--- src/hmi_pkg.sv ---
package hmi_pkg;

	// ==========================================================
	// Timing.
	localparam int unsigned CLK_HZ          = 20_000_000;
	localparam int unsigned DEBOUNCE_MS     = 20;
	localparam int unsigned DEBOUNCE_CYC    = CLK_HZ / 1000 * DEBOUNCE_MS;
	localparam int unsigned STEP_MS         = 1000;
	localparam int unsigned STEP_CYC        = CLK_HZ / 1000 * STEP_MS;
	localparam int unsigned FLASH_MS        = 100;
	localparam int unsigned FLASH_CYC       = CLK_HZ / 1000 * FLASH_MS;
	localparam int unsigned BLINK_MS        = 250;
	localparam int unsigned BLINK_CYC       = CLK_HZ / 1000 * BLINK_MS;
	localparam int unsigned TEST_TIMEOUT_S  = 120;
	localparam int unsigned TEST_TIMEOUT_CYC = CLK_HZ * TEST_TIMEOUT_S;
	localparam int unsigned LEARN_TIMEOUT_S = 180;
	localparam int unsigned LEARN_TIMEOUT_CYC = CLK_HZ * LEARN_TIMEOUT_S;

	// ==========================================================
	// Read-rate bar thresholds, percent.
	localparam logic [6:0] BAR_STEP_PCT = 7'h14;

	// ==========================================================
	// Indicator positions in the LED vector.
	localparam int unsigned LED_READY  = 0;
	localparam int unsigned LED_GOOD   = 1;
	localparam int unsigned LED_SENSOR = 2;
	localparam int unsigned LED_SERIAL = 3;
	localparam int unsigned LED_FAIL   = 4;
	localparam int unsigned LED_COUNT  = 5;

	// ==========================================================
	// Operating modes, Gray coded along the button path.
	typedef enum logic [2:0] {
		MODE_NORMAL  = 3'h0,
		MODE_SELECT  = 3'h1,
		MODE_TEST    = 3'h3,
		MODE_LEARN   = 3'h2,
		MODE_SETUP   = 3'h6,
		MODE_NETDISC = 3'h7
	} mode_t;

	// Status events from decoding and communication logic.
	typedef struct packed {
		logic ready;
		logic goodRead;
		logic noRead;
		logic sensorActive;
		logic serialTx;
		logic trackSlave;
		logic learnDone;
		logic [6:0] readRatePct;
	} events_t;

	// Indicator and mode outputs.
	typedef struct packed {
		logic [4:0] led;
		logic       testActive;
		logic       learnActive;
		logic       setupActive;
		logic       netDiscActive;
		logic       learnDiscard;
	} panel_t;

endpackage

--- src/led_button_hmi_controller.sv ---
`timescale 1ns/100ps
// Notes on behaviour
// - Ready indicator steady green while unit ready, never flashing.
// - Good-read indicator flashes green on each successful decode.
// - Sensor indicator flashes yellow while presence sensor is active.
// - Serial indicator flashes yellow while main serial port transmits.
// - Tracking slave keeps sensor and serial indicators dark.
// - A button press lights the failure indicator at once.
// - While held, function indicators light in turn; operator holds.
// - Release enters the function whose indicator is lit.
// - Test mode shows read rate as a five-indicator bar.
// - Test mode no-read: only failure indicator on, blinking.
// - One press in test mode returns to normal operation.
// - Test mode ends by itself after two minutes.
// - Learn mode blinks its indicator; three minute timeout discards.
// - One press leaves network discovery mode.
module led_button_hmi_controller #(
	parameter int unsigned TEST_TIMEOUT  = hmi_pkg::TEST_TIMEOUT_CYC,
	parameter int unsigned LEARN_TIMEOUT = hmi_pkg::LEARN_TIMEOUT_CYC,
	parameter int unsigned STEP_TIME     = hmi_pkg::STEP_CYC,
	parameter int unsigned DEBOUNCE_TIME = hmi_pkg::DEBOUNCE_CYC,
	parameter int unsigned FLASH_TIME    = hmi_pkg::FLASH_CYC,
	parameter int unsigned BLINK_TIME    = hmi_pkg::BLINK_CYC
) (
	input  wire logic             clk,
	input  wire logic             rst,
	input  wire logic             clkEn,
	input  wire logic             buttonPin,
	input  wire logic             sensorPin,
	input  wire hmi_pkg::events_t evt,
	output hmi_pkg::panel_t       panel
);

	// ==========================================================
	// State.
	typedef struct packed {
		logic [1:0]          btnSync;
		logic                btnStable;
		logic [31:0]         debCnt;
		logic [1:0]          senSync;
		hmi_pkg::mode_t      mode;
		logic [1:0]          selIdx;
		logic [31:0]         stepCnt;
		logic [31:0]         modeCnt;
		logic [31:0]         flashCnt;
		logic                flashPh;
		logic [31:0]         blinkCnt;
		logic                blinkPh;
		logic [31:0]         goodCnt;
		logic [31:0]         failCnt;
		logic                testFail;
		hmi_pkg::panel_t     out;
	} state_t;

	state_t st_reg;
	state_t st_next;

	// Number of lit indicators for a read-rate percentage.
	function automatic logic [2:0] barCount(input logic [6:0] pct);
		logic [2:0] n;
		n = 3'h0;
		for (int i = 1; i <= hmi_pkg::LED_COUNT; i++) begin
			if (pct >= 7'(hmi_pkg::BAR_STEP_PCT * 7'(i - 1)) && pct != 7'h0) begin
				n = 3'(i);
			end
		end
		return n;
	endfunction

	// Thermometer pattern of n lit indicators.
	function automatic logic [4:0] barLeds(input logic [2:0] n);
		logic [4:0] v;
		v = 5'h00;
		for (int i = 0; i < hmi_pkg::LED_COUNT; i++) begin
			if (3'(i) < n) begin
				v[i] = 1'b1;
			end
		end
		return v;
	endfunction

	// ==========================================================
	// Next-state logic.
	always_comb begin
		logic press;
		logic release_;
		logic [4:0] led;
		press    = 1'b0;
		release_ = 1'b0;
		led      = 5'h00;
		st_next  = st_reg;
		// Pins are outside the clock domain; only the second stage is read.
		st_next.btnSync = {st_reg.btnSync[0], buttonPin};
		st_next.senSync = {st_reg.senSync[0], sensorPin};
		// Debounce: a level must hold before it counts as a change.
		if (st_reg.btnSync[1] == st_reg.btnStable) begin
			st_next.debCnt = 32'h0;
		end else if (st_reg.debCnt >= DEBOUNCE_TIME - 1) begin
			st_next.debCnt    = 32'h0;
			st_next.btnStable = st_reg.btnSync[1];
			press    = st_reg.btnSync[1];
			release_ = ~st_reg.btnSync[1];
		end else begin
			st_next.debCnt = st_reg.debCnt + 32'h1;
		end
		// Free-running flash and blink phases shared by the sensor, serial and failure indicators.
		if (st_reg.flashCnt >= FLASH_TIME - 1) begin
			st_next.flashCnt = 32'h0;
			st_next.flashPh  = ~st_reg.flashPh;
		end else begin
			st_next.flashCnt = st_reg.flashCnt + 32'h1;
		end
		if (st_reg.blinkCnt >= BLINK_TIME - 1) begin
			st_next.blinkCnt = 32'h0;
			st_next.blinkPh  = ~st_reg.blinkPh;
		end else begin
			st_next.blinkCnt = st_reg.blinkCnt + 32'h1;
		end
		// Each event restarts a one-shot of one flash period, so a short
		// pulse always shows; gating it with the free phase could hide it.
		// A burst of events shows as one longer light.
		if (evt.goodRead) begin
			st_next.goodCnt = FLASH_TIME;
		end else if (st_reg.goodCnt != 32'h0) begin
			st_next.goodCnt = st_reg.goodCnt - 32'h1;
		end
		if (evt.noRead) begin
			st_next.failCnt = FLASH_TIME;
		end else if (st_reg.failCnt != 32'h0) begin
			st_next.failCnt = st_reg.failCnt - 32'h1;
		end
		st_next.out.learnDiscard = 1'b0;
		st_next.modeCnt = st_reg.modeCnt + 32'h1;

		case (st_reg.mode)
			hmi_pkg::MODE_NORMAL: begin
				if (press) begin
					st_next.mode    = hmi_pkg::MODE_SELECT;
					st_next.selIdx  = 2'h0;
					st_next.stepCnt = 32'h0;
				end
			end
			hmi_pkg::MODE_SELECT: begin
				// Advance through the functions while held, wrapping.
				if (st_reg.stepCnt >= STEP_TIME - 1) begin
					st_next.stepCnt = 32'h0;
					st_next.selIdx  = st_reg.selIdx + 2'h1;
				end else begin
					st_next.stepCnt = st_reg.stepCnt + 32'h1;
				end
				if (release_) begin
					st_next.modeCnt  = 32'h0;
					st_next.testFail = 1'b0;
					case (st_reg.selIdx)
						2'h0: st_next.mode = hmi_pkg::MODE_TEST;
						2'h1: st_next.mode = hmi_pkg::MODE_LEARN;
						2'h2: st_next.mode = hmi_pkg::MODE_SETUP;
						default: st_next.mode = hmi_pkg::MODE_NETDISC;
					endcase
				end
			end
			hmi_pkg::MODE_TEST: begin
				if (evt.noRead) begin
					st_next.testFail = 1'b1;
				end else if (evt.goodRead) begin
					st_next.testFail = 1'b0;
				end
				if (press || st_reg.modeCnt >= TEST_TIMEOUT - 1) begin
					st_next.mode = hmi_pkg::MODE_NORMAL;
				end
			end
			hmi_pkg::MODE_LEARN: begin
				if (evt.learnDone) begin
					st_next.mode = hmi_pkg::MODE_NORMAL;
				end else if (st_reg.modeCnt >= LEARN_TIMEOUT - 1) begin
					st_next.mode = hmi_pkg::MODE_NORMAL;
					st_next.out.learnDiscard = 1'b1;
				end
			end
			hmi_pkg::MODE_SETUP: begin
				// Setup leaves on a press, like the network function.
				if (press) begin
					st_next.mode = hmi_pkg::MODE_NORMAL;
				end
			end
			hmi_pkg::MODE_NETDISC: begin
				if (press) begin
					st_next.mode = hmi_pkg::MODE_NORMAL;
				end
			end
			default: begin
				st_next.mode = hmi_pkg::MODE_NORMAL;
			end
		endcase

		// Indicator pattern for the next cycle's mode.
		case (st_next.mode)
			hmi_pkg::MODE_SELECT: begin
				led[hmi_pkg::LED_FAIL] = 1'b1;
				case (st_next.selIdx)
					2'h0: led[hmi_pkg::LED_SERIAL] = 1'b1;
					2'h1: led[hmi_pkg::LED_SENSOR] = 1'b1;
					2'h2: led[hmi_pkg::LED_GOOD]   = 1'b1;
					default: led[hmi_pkg::LED_READY] = 1'b1;
				endcase
			end
			hmi_pkg::MODE_TEST: begin
				if (st_next.testFail) begin
					led[hmi_pkg::LED_FAIL] = st_reg.blinkPh;
				end else begin
					led = barLeds(barCount(evt.readRatePct));
				end
			end
			hmi_pkg::MODE_LEARN: begin
				led[hmi_pkg::LED_SENSOR] = st_reg.blinkPh;
			end
			hmi_pkg::MODE_SETUP: begin
				led[hmi_pkg::LED_GOOD] = 1'b1;
			end
			hmi_pkg::MODE_NETDISC: begin
				led[hmi_pkg::LED_READY] = 1'b1;
			end
			default: begin
				led[hmi_pkg::LED_READY] = evt.ready;
				led[hmi_pkg::LED_GOOD] = st_next.goodCnt != 32'h0;
				led[hmi_pkg::LED_SENSOR] = st_reg.senSync[1]
					& st_reg.flashPh & ~evt.trackSlave;
				led[hmi_pkg::LED_SERIAL] = evt.serialTx
					& st_reg.flashPh & ~evt.trackSlave;
				led[hmi_pkg::LED_FAIL] = st_next.failCnt != 32'h0;
			end
		endcase
		st_next.out.led           = led;
		st_next.out.testActive    = st_next.mode == hmi_pkg::MODE_TEST;
		st_next.out.learnActive   = st_next.mode == hmi_pkg::MODE_LEARN;
		st_next.out.setupActive   = st_next.mode == hmi_pkg::MODE_SETUP;
		st_next.out.netDiscActive = st_next.mode == hmi_pkg::MODE_NETDISC;
	end

	// ==========================================================
	// Registers; a debounced press shows on the failure indicator in the same update that enters select mode.
	always_ff @(posedge clk or posedge rst) begin
		if (rst) begin
			st_reg      <= '0;
			st_reg.mode <= hmi_pkg::MODE_NORMAL;
		end else if (clkEn) begin
			st_reg <= st_next;
		end
	end

	assign panel = st_reg.out;

endmodule

--- config.mk ---
export PLATFORM = sky130hd
export DESIGN_NAME = led_button_hmi_controller
export DESIGN_NICKNAME = d
export VERILOG_FILES = /design/src/hmi_pkg.sv /design/src/led_button_hmi_controller.sv
export SDC_FILE = /design/constraint.sdc
export NUM_CORES = 1
export LEC_CHECK = 0
export ABC_AREA = 1
export BUFFER_PORTS_ARGS = -buffer_cell sky130_fd_sc_hd__buf_2
export CAP_MARGIN = 5
export CORE_UTILIZATION = 51
export CTS_BUF_LIST = sky130_fd_sc_hd__clkbuf_4
export CTS_CLUSTER_DIAMETER = 50
export DETAILED_ROUTE_END_ITERATION = 12
export GPL_ROUTABILITY_DRIVEN = 0
export HOLD_SLACK_MARGIN = 0.02
export PLACE_DENSITY = 0.69
export SYNTH_ARGS = -nofsm -noshare
export SYNTH_HDL_FRONTEND = slang
export SYNTH_SLANG_ARGS = --single-unit
export TNS_END_PERCENT = 30
--- constraint.sdc ---
create_clock -name clk -period 17.5 [get_ports clk]
set_input_delay 3.5 -clock clk [delete_from_list [all_inputs] [get_ports clk]]
set_output_delay 3.5 -clock clk [all_outputs]
set_load 0.03 [all_outputs]
Word level (Yosys, flattened, before mapping)
Index checks and enable logic that the tools add are counted.
{"block": "op_classes", "n_addsub": 8, "n_lt_le_gt_ge": 16, "n_bitwise": 9, "eq_ne": 16, "mux": 54, "reduce_logical": 25}
{"op": "two-way mux 32 bit", "n": 11}
{"op": "adder 32 x 1 -> 32 bit, second input constant", "n": 5}
{"op": "nonzero test 32 bit", "n": 4}
{"op": "one-hot mux 34 bit (2 select lines)", "n": 1}
{"op": ">= comparator 32 bit, second input constant", "n": 2}
{"op": "subtractor 32 x 1 -> 32 bit, second input constant", "n": 2}
{"op": "two-way mux 37 bit", "n": 1}
{"op": "two-way mux 3 bit", "n": 11}
{"op": ">= comparator 32 x 19 -> 1 bit, second input constant", "n": 1}
{"op": ">= comparator 32 x 21 -> 1 bit, second input constant", "n": 1}
{"op": ">= comparator 32 x 23 -> 1 bit, second input constant", "n": 1}
{"op": ">= comparator 32 x 25 -> 1 bit, second input constant", "n": 1}
{"op": "two-way mux 1 bit", "n": 21}
{"op": "one-hot mux 3 bit (5 select lines)", "n": 1}
{"op": ">= comparator 7 x 6 -> 1 bit, second input constant", "n": 2}
{"op": "equality test 3 x 2 -> 1 bit, second input constant", "n": 4}
{"op": "equality test 3 bit, second input constant", "n": 4}
{"op": "one-hot mux 1 bit (4 select lines)", "n": 3}
{"op": "one-hot mux 3 bit (3 select lines)", "n": 1}
{"op": "OR reduction 2 bit", "n": 4}
{"op": ">= comparator 7 x 1 -> 1 bit, second input constant", "n": 1}
{"op": ">= comparator 7 x 5 -> 1 bit, second input constant", "n": 1}
{"op": ">= comparator 7 bit, second input constant", "n": 1}
{"op": "nonzero test 7 bit", "n": 1}
{"op": "other kinds (23)", "n": 43}
{"block": "totals", "regBits": 247, "word_cells": 149, "input_bits": 19, "output_inout_bits": 10}

Depth between registers and ports, before layout
Gate-level depths: netlist of the first run.
{"block": "depth", "word_depth": 13, "depth_mapped": 20, "depth_no_buf": 20}

Least setup slack after synthesis of the first run
OpenSTA, ideal clock, no wires.
{"block": "synth_path", "kind": "input -> register", "start": "in clkEn", "end": "reg st_reg[170] (netlist bit)", "arrival_ps": 4942, "setup_ps": 125, "path_slack_ps": 12433, "path_buffers": 1, "stages": 12, "required_ps": 17375, "path_cell_list": "buf_4 inv_2 nor4_1 nand2_1 inv_2 nand3_1 nor2_2 nand3_1 nor2_1 nand2_1 nor3_1 nor3_1"}
{"element": "start: declaration", "line": "led_button_hmi_controller.sv:27", "text": "input wire logic clkEn,"}
{"element": "end signal: assignment", "line": "led_button_hmi_controller.sv:247", "text": "st_reg <= st_next;"}
{"element": "end: declaration", "line": "led_button_hmi_controller.sv:55", "text": "state_t st_reg;"}

==> impl_metrics.py, run 1 <==
metrics = {
    "synthesis": {
        "ys_ff_latch": 247,
        "synthMuxAreaShare": 0.000693,
        "synth_compound_area_frac": 0.0815,
        "synth_top_area_share": 0.428,
        "synthArstFlopShare": 1.00,
        "synth_fp_nets": 2069,
        "syn-cell-area_mm2": 0.0144,
        "synthAdderAreaFrac": 0.00954,
        "ys_top_cells_by_area": "dfrtp_1 43%, nand2_1 12%, nor2_1 10%",
        "syn_inst": 2039,
        "yosys_warnings": 0,
        "synth_top_family_by_area": "simple AND/OR/NAND/NOR gates",
        "synthSimpleGateAreaFrac": 0.343,
        "synth-edff-count": 0,
        "synth_xor_area_frac": 0.0510,
        "yosysTopAreaCell": "dfrtp_1",
        "yosysSeqAreaShare": 0.428,
        "synth-main-ff-cell": "dfrtp_1",
        "synth.distinct_cells": 55,
        "avgSynthCellArea_um2": 7.08,
    },
    "floorplan": {
        "die-area_mm2": 0.0290,
        "die_w_um": 170,
        "dieHeight_um": 170,
        "num_rows": 61,
        "io_pins": 29,
        "core_mm2": 0.0278,
        "initial_utilization": 0.520,
    },
    "drt": {
        "via_per_inst": 5.17,
        "vias": 13000,
        "wl_um": 32400,
        "firstDrtPassIters": 5,
        "drc": 0,
        "routedWlPerCell_um": 12.9,
        "ant_nets": 0,
        "drtIter0Drc": 823,
    },
    "layout": {
        "register_area_mm2": 0.00618,
        "drive_gt1_frac": 0.0852,
        "finalNetCount": 2113,
        "largest_reg_flops": 235,
        "layout_commonest_cell": "nand2_1",
        "final_cells": 2505,
        "layout_common_cells": "476 x nand2_1, 383 x nor2_1, 247 x dfrtp_1",
        "area_growth_pct": 8.36,
        "fillerInstances": 2740,
        "multi_input_comb_area_mm2": 0.00700,
    },
    "timing": {
        "timing.slew.headroom": 0.235,
        "fmax_mhz": 175,
        "clock_skew_ns": 0.0393,
        "grt_setup_unrepaired": "no",
        "fin_crit_sh": 0.327,
        "period_needed_ns": 5.73,
        "worst_slew_pin_slew_ns": 1.15,
        "slew_violations": 0,
        "finalHoldViolations": 0,
        "setup_violations": 0,
        "setup_tns_ns": 0,
    },
    "place": {
        "dp.cells": 2386,
        "hpwl_um": 22400,
        "io_buffers": 27,
    },
    "clocking": {
        "cts.htree.levels": 3,
        "ctsResizeCount": 0,
        "path_clk_slew_ns": 0.06,
        "cts.path.max_buffers": 3,
        "root_buffer": "clkbuf_4",
        "cts_num_sinks": 247,
        "insertion_delay_ns": 0.66,
        "cts_tree": "done",
        "hold_buffers": 0,
        "cts_setup_buffers": 0,
        "cts_inserted_buffers": 73,
    },
    "outcome": {
        "status": "finished, final reports clean",
    },
    "global_routing": {
        "grt_max_degree": 117,
        "grt-ovfl-total": 0,
        "grt_pass1_wl_um": 56700,
        "track_usage": 0.238,
        "grt_pass1_vias": 12400,
        "antenna_found_initial": 2,
    },
    "critical_path": {
        "cp-start-kind": "input port",
        "crit_path_end_kind": "flop",
        "critPathArrivalTime_ns": 6.24,
        "crit_fanout": 74,
        "crit_type": "input port to flop",
        "crit_required_ns": 18.01,
    },
    "worst_hold_path": {
        "hold_class": "flop to flop",
    },
    "pwr": {
        "total_leakage_power_nw": 7.56,
        "p_per_area_mw_per_mm2": 90.1,
        "max-vdd-ir-drop_v": 0.0000486,
        "total_power_w": 0.00141,
    },
    "run": {
        "maxCapViolations": 0,
    },
}
-- through the flow --
stage          utilization  setup WS (ns)  area (µm²)  hold WS, ns
6_report             0.563          11.77       15600        0.465
5_1_grt              0.563          11.46       15600        0.488
4_1_cts              0.563          11.79       15600        0.469
3_5_place_dp         0.533          11.08       14800        0.452
3_3_place_gp         0.533          11.16       14800        0.449
2_1_floorplan            -           7.21       14400        0.436
-- cells in the mapped netlist (3+ instances only) --
cell	n
xor2_1	56
nor4_1	13
o21bai_1	3
nor2_2	7
o211ai_1	3
ha_1	11
dfrtp_1	247
o22ai_1	20
inv_1	236
nand2_1	476
o21ai_0	102
buf_2	7
inv_2	13
nand2_2	4
clkinv_1	4
or2_2	4
nor2_1	383
nand3b_1	4
xnor2_1	28
a31oi_1	12
nor3b_1	5
nand4_1	39
a21oi_1	37
buf_1	11
buf_4	12
nor3_1	53
o31ai_1	6
o21ai_1	11
o32ai_1	3
nand3_1	165
clkbuf_1	34
-- layout make-up --
type	instances	share of cell area
well taps	378	0.0302
diodes	3	0.000480
flip-flops and latches	247	0.395
inverters	254	0.0617
clock inverters	12	0.00296
clock buffers	104	0.0499
repair buffers	33	0.0117
multi-input cells	1474	0.448
-- worst max-delay path, cell delays in order --
cell     delay [ns]
buf_4          0.44
buf_4          0.70
nand3_1        0.30
nor2_1         0.30
nand3_1        0.14
nor2_1         0.11
inv_1          0.06
nor2_1         0.09
inv_1          0.06
nor2_1         0.16
nand2_1        0.09
nor3_1         0.15
nor3_1         0.07
-- power by group --
group	internal, W	switching [W]
combinational	0.0000800	0.000157
clock	0.000269	0.000237
sequential	0.000618	0.0000476
total	0.000967	0.000443
-- cell families after synthesis --
logic type	after synthesis
AO/OA/AOI/OAI	210
flip-flops	247
buffers and inverters	318
XOR/XNOR	84
AND/OR/NAND/NOR	1168
multiplexers	1
adder cells (fa/ha/maj)	11
-- final timing paths --
kind	from	to	slack [ns]	depth (start not counted)
max	clkEn	st_reg[97]	11.77	13
min	st_reg[204]	st_reg[204]	0.47	2
max reg2reg	st_reg[53]	panel[6]	14.43	14
min reg2reg	st_reg[204]	st_reg[204]	0.47	2
max in group asynchronous	rst	st_reg[111]	12.97	3
min in group asynchronous	rst	st_reg[213]	2.99	2
-- metal layers --
metal	wire [µm]	track usage
met1	15500	0.323
met2	14500	0.379
met3	1510	0.0402
met4	816	0.0952
met5	0	0
Note: power is estimated with default switching activity, not from simulation.
==> inputs of run 2 (changes only) <==
Settings changed: PLACE_DENSITY 0.69 to 0.72.
Clock period 17.5 ns to 4.8 ns, I/O delays scaled along.
==> impl_metrics.py, run 2 (same netlist as run 1, synthesis figures left out) <==
metrics = {
    "outcome": {
        "status": "finished, final reports clean",
    },
    "place": {
        "dp.cells": 2389,
        "hpwl_um": 22500,
        "io_buffers": 27,
    },
    "layout": {
        "area_growth_pct": 8.92,
        "largest_reg_flops": 235,
        "multi_input_comb_area_mm2": 0.00700,
        "layout_commonest_cell": "nand2_1",
        "drive_gt1_frac": 0.0863,
        "register_area_mm2": 0.00618,
        "layout_common_cells": "476 x nand2_1, 383 x nor2_1, 247 x dfrtp_1",
        "fillerInstances": 2734,
        "final_cells": 2511,
        "finalNetCount": 2113,
    },
    "timing": {
        "clock_skew_ns": 0.0454,
        "period_needed_ns": 2.91,
        "fin_crit_sh": 0.606,
        "worst_slew_pin_slew_ns": 1.13,
        "timing.slew.headroom": 0.242,
        "setup_violations": 0,
        "slew_violations": 0,
        "finalHoldViolations": 0,
        "grt_setup_unrepaired": "no",
        "setup_tns_ns": 0,
        "fmax_mhz": 344,
    },
    "clocking": {
        "cts_num_sinks": 247,
        "cts.htree.levels": 3,
        "cts_setup_buffers": 0,
        "path_clk_slew_ns": 0.07,
        "cts_inserted_buffers": 70,
        "insertion_delay_ns": 0.68,
        "ctsResizeCount": 0,
        "cts_tree": "done",
        "hold_buffers": 0,
        "cts.path.max_buffers": 3,
        "root_buffer": "clkbuf_4",
    },
    "drt": {
        "routedWlPerCell_um": 13.0,
        "drtIter0Drc": 880,
        "firstDrtPassIters": 5,
        "drc": 0,
        "vias": 13100,
        "wl_um": 32500,
        "via_per_inst": 5.20,
        "ant_nets": 0,
    },
    "critical_path": {
        "r2r_start": "st_reg[43]",
        "crit_fanout": 32,
        "crit_required_ns": 5.35,
        "cp-start-kind": "flop",
        "crit_type": "flop to flop",
        "crit_path_end_kind": "flop",
        "worst_path_max_delay_cell": "nand2_1",
        "crit_chain": "inv_2 > ha_1 > nand4_1 > nor2_1 > nand2_1 > o21ai_0 > nand2_1 > nor2_1 > nand3b_1 > nor2_1 > nand4_1 > nand3_1 > nand2_1",
        "cp_top_family": "simple AND/OR/NAND/NOR gates",
        "path_buf_inv": 1,
        "crit_path_start": "st_reg[43]",
        "slowest_delay_ns": 0.66,
        "critPathArrivalTime_ns": 3.46,
    },
    "global_routing": {
        "track_usage": 0.239,
        "antenna_found_initial": 1,
        "grt_pass1_vias": 12500,
        "grt_max_degree": 164,
        "grt-ovfl-total": 0,
        "grt_pass1_wl_um": 57200,
    },
    "floorplan": {
        "num_rows": 61,
        "core_mm2": 0.0278,
        "die_w_um": 170,
        "die-area_mm2": 0.0290,
        "initial_utilization": 0.520,
        "io_pins": 29,
        "dieHeight_um": 170,
    },
    "worst_hold_path": {
        "hold_class": "input port to async pin",
    },
    "pwr": {
        "max-vdd-ir-drop_v": 0.000186,
        "total_leakage_power_nw": 7.59,
        "p_per_area_mw_per_mm2": 333,
    },
    "run": {
        "maxCapViolations": 0,
    },
}
[run 2: cell count changes in the layout (fill, tap and decap cells not counted), sizes merged, moves of 2 or more]
cell / delta
buf: +3
clkbuf: -3
clkinv: +7
clkinvlp: +3
diode: -2
inv: -3
[run 2: final timing paths]
check	end	slack, ns	depth (start not counted)
worst max-delay path	panel[6]	1.89	13
max in group asynchronous	st_reg[238]	3.33	4
worst max register to register	panel[6]	1.89	13
worst min-delay path	st_reg[113]	0.46	3
min in group clk	st_reg[201]	0.47	2
worst min register to register	st_reg[201]	0.47	2
[run 2: power breakdown]
part           internal, W  switching (W)  total, W  leakage (nW)
sequential         0.00225       0.000176   0.00243          3.28
combinational     0.000295       0.000582  0.000878          3.79
clock              0.00102       0.000913   0.00194         0.513
[run 2: per-stage QoR]
stage                     area (µm²)  hold slack (ns)  power [W]  worst slack [ns]   util
after floorplan                14400            0.436    0.00312             0.594      -
after global placement         14800            0.449    0.00330              1.58  0.534
after detailed placement       14800            0.451    0.00333              1.55  0.534
after CTS                      15700            0.408    0.00532              1.83  0.566
after global routing           15700            0.439    0.00560              1.51  0.566
final                          15700            0.455    0.00524              1.89  0.566
[run 2: cell type report]
cell class                      instances  area share
Timing Repair Buffer                   36      0.0138
Multi-Input combinational cell       1474       0.446
Clock buffer                          101      0.0482
Inverter                              254      0.0611
Sequential cell                       247       0.393
Clock inverter                         20     0.00788
Tap cell                              378      0.0301
Antenna cell                            1    0.000159
[run 2: worst register-to-register path, stage by stage (launching register included)]
cell	delay, ns
dfrtp_1	0.43
inv_2	0.14
ha_1	0.19
nand4_1	0.12
nor2_1	0.11
nand2_1	0.66
o21ai_0	0.30
nand2_1	0.10
nor2_1	0.14
nand3b_1	0.12
nor2_1	0.21
nand4_1	0.12
nand3_1	0.08
nand2_1	0.06
[run 2: routing by layer]
layer | vias to the layer above | global-route usage | part of all wire
li1 | 6646 | - | -
met5 | - | 0 | 0
met3 | 65 | 0.0421 | 0.055
met2 | 301 | 0.379 | 0.45
met1 | 6042 | 0.325 | 0.47
met4 | 0 | 0.0952 | 0.025
==> inputs of run 3 (changes only) <==
Clock period 4.8 ns to 2.6 ns, I/O delays scaled along.
==> impl_metrics.py, run 3 (same netlist as run 1, synthesis figures left out) <==
metrics = {
    "drt": {
        "routedWlPerCell_um": 13.0,
        "via_per_inst": 5.23,
        "firstDrtPassIters": 5,
        "drtIter0Drc": 1011,
        "wl_um": 33200,
        "vias": 13300,
        "drc": 0,
        "ant_nets": 0,
    },
    "layout": {
        "layout_commonest_cell": "nand2_1",
        "fillerInstances": 2728,
        "final_area_mm2": 0.0161,
        "register_area_mm2": 0.00618,
        "area_growth_pct": 11.4,
        "largest_reg_flops": 235,
        "finalNetCount": 2148,
        "multi_input_comb_area_mm2": 0.00704,
        "layout_common_cells": "476 x nand2_1, 374 x nor2_1, 247 x dfrtp_1",
        "final_cells": 2542,
        "drive_gt1_frac": 0.105,
    },
    "clocking": {
        "cts_tree": "done",
        "cts.path.max_buffers": 3,
        "cts.htree.levels": 3,
        "root_buffer": "clkbuf_4",
        "insertion_delay_ns": 0.69,
        "path_clk_slew_ns": 0.06,
        "cts_num_sinks": 247,
        "cts_inserted_buffers": 70,
    },
    "timing": {
        "worst_slew_pin_slew_ns": 0.759,
        "setup_tns_ns": 0,
        "slew_violations": 0,
        "timing.slew.headroom": 0.494,
        "clock_skew_ns": 0.0656,
        "setup_slack_ns": 0.165,
        "fin_crit_sh": 0.936,
        "whs_ns": 0.00614,
        "grt_setup_unrepaired": "yes",
        "fmax_mhz": 411,
        "finalHoldViolations": 0,
        "setup_violations": 0,
        "period_needed_ns": 2.43,
    },
    "global_routing": {
        "grt.busiest_layer": "met2",
        "grt_max_degree": 131,
        "grt_pass1_wl_um": 57500,
        "use_met3": 0.0498,
        "grt_pass1_vias": 12500,
        "met2_usage": 0.372,
        "met1_usage": 0.330,
        "antenna_found_initial": 2,
        "grt-ovfl-total": 0,
        "track_usage": 0.241,
    },
    "place": {
        "io_buffers": 27,
        "post-place-ws_ns": 0.144,
        "hpwl_um": 23300,
        "place_area_mm2": 0.0151,
        "dp.cells": 2418,
    },
    "floorplan": {
        "initial_utilization": 0.520,
        "dieHeight_um": 170,
        "core_mm2": 0.0278,
        "die_w_um": 170,
        "num_rows": 61,
        "io_pins": 29,
        "die-area_mm2": 0.0290,
    },
    "critical_path": {
        "cp-start-kind": "flop",
        "crit_type": "flop to flop",
        "crit_fanout": 6,
        "r2r_setup_slack_ns": 0.17,
        "crit_required_ns": 3.12,
        "crit_chain": "inv_2 > ha_1 > nand2_1 > inv_1 > nand2_1 > nor3_1 > xor2_1 > nand2_1 > nor2_1 > nor2_1 > nand4_1 > nand3_1 > nand2_1",
        "critPathArrivalTime_ns": 2.96,
        "worst_path_max_delay_cell": "dfrtp_1",
        "crit_path_end_kind": "flop",
        "slowest_delay_ns": 0.43,
        "crit_top_cell": "nand2_1",
    },
    "outcome": {
        "status": "finished, final reports clean",
    },
    "worst_hold_path": {
        "hold_class": "input port to async pin",
    },
    "pwr": {
        "max-vdd-ir-drop_v": 0.000305,
        "total_leakage_power_nw": 7.77,
        "p_per_area_mw_per_mm2": 616,
    },
    "run": {
        "maxCapViolations": 0,
    },
}
run 3: stage by stage:
stage	util	power (W)
finish	0.579	0.00989
global route	0.578	0.0105
CTS	0.576	0.00998
detailed placement	0.543	0.00621
global placement	0.543	0.00616
floorplan	-	0.00576
run 3: area by class of cell:
class	instances	share of cell area
Antenna cell	3	0.000467
Timing Repair Buffer	71	0.0320
Sequential cell	247	0.385
Clock buffer	99	0.0462
Multi-Input combinational cell	1474	0.438
Tap cell	378	0.0294
Inverter	254	0.0600
Clock inverter	16	0.00919
run 3: layer usage:
metal / wire (µm) / share of wire / vias to the layer above
met3: 1840 / 0.056 / 83
met5: 0 / 0 / -
met2: 14500 / 0.44 / 314
met1: 15800 / 0.48 / 6200
li1: - / - / 6697
met4: 1000 / 0.030 / 0
run 3: worst paths after layout:
| path | from | to | cells after the start |
|---|---|---|---|
| min in group clk | buttonPin | st_next[246] | 3 |
| worst max-delay path | st_reg[43] | panel[6] | 13 |
| worst min register to register | st_reg[201] | st_reg[201] | 2 |
| max in group asynchronous | rst | st_reg[71] | 3 |
| worst max register to register | st_reg[43] | panel[6] | 13 |
| worst min-delay path | rst | st_reg[180] | 3 |
run 3: worst max-delay path, delay by kind of cell, from the launching register on:
kind                       cells  cell delay, ns
adders and majority gates      1            0.32
xor gates and xnor gates       1            0.11
buffers and inverters          2            0.23
DFF                            1            0.43
and+or+nand+nor                9            1.19
run 3: power breakdown:
group	internal, W	switching, W	total, W
Clock	0.00204	0.00166	0.00369
Combinational	0.000604	0.00110	0.00171
Sequential	0.00416	0.000336	0.00449
run 3: repair_timing:
item | in CTS | in global routing
setup buffers | 0 | 4
endpoints found under the hold margin | 2 | 0
gates resized for setup | 0 | 15
endpoints found under the setup margin | 0 | 18
hold buffers | 2 | 0
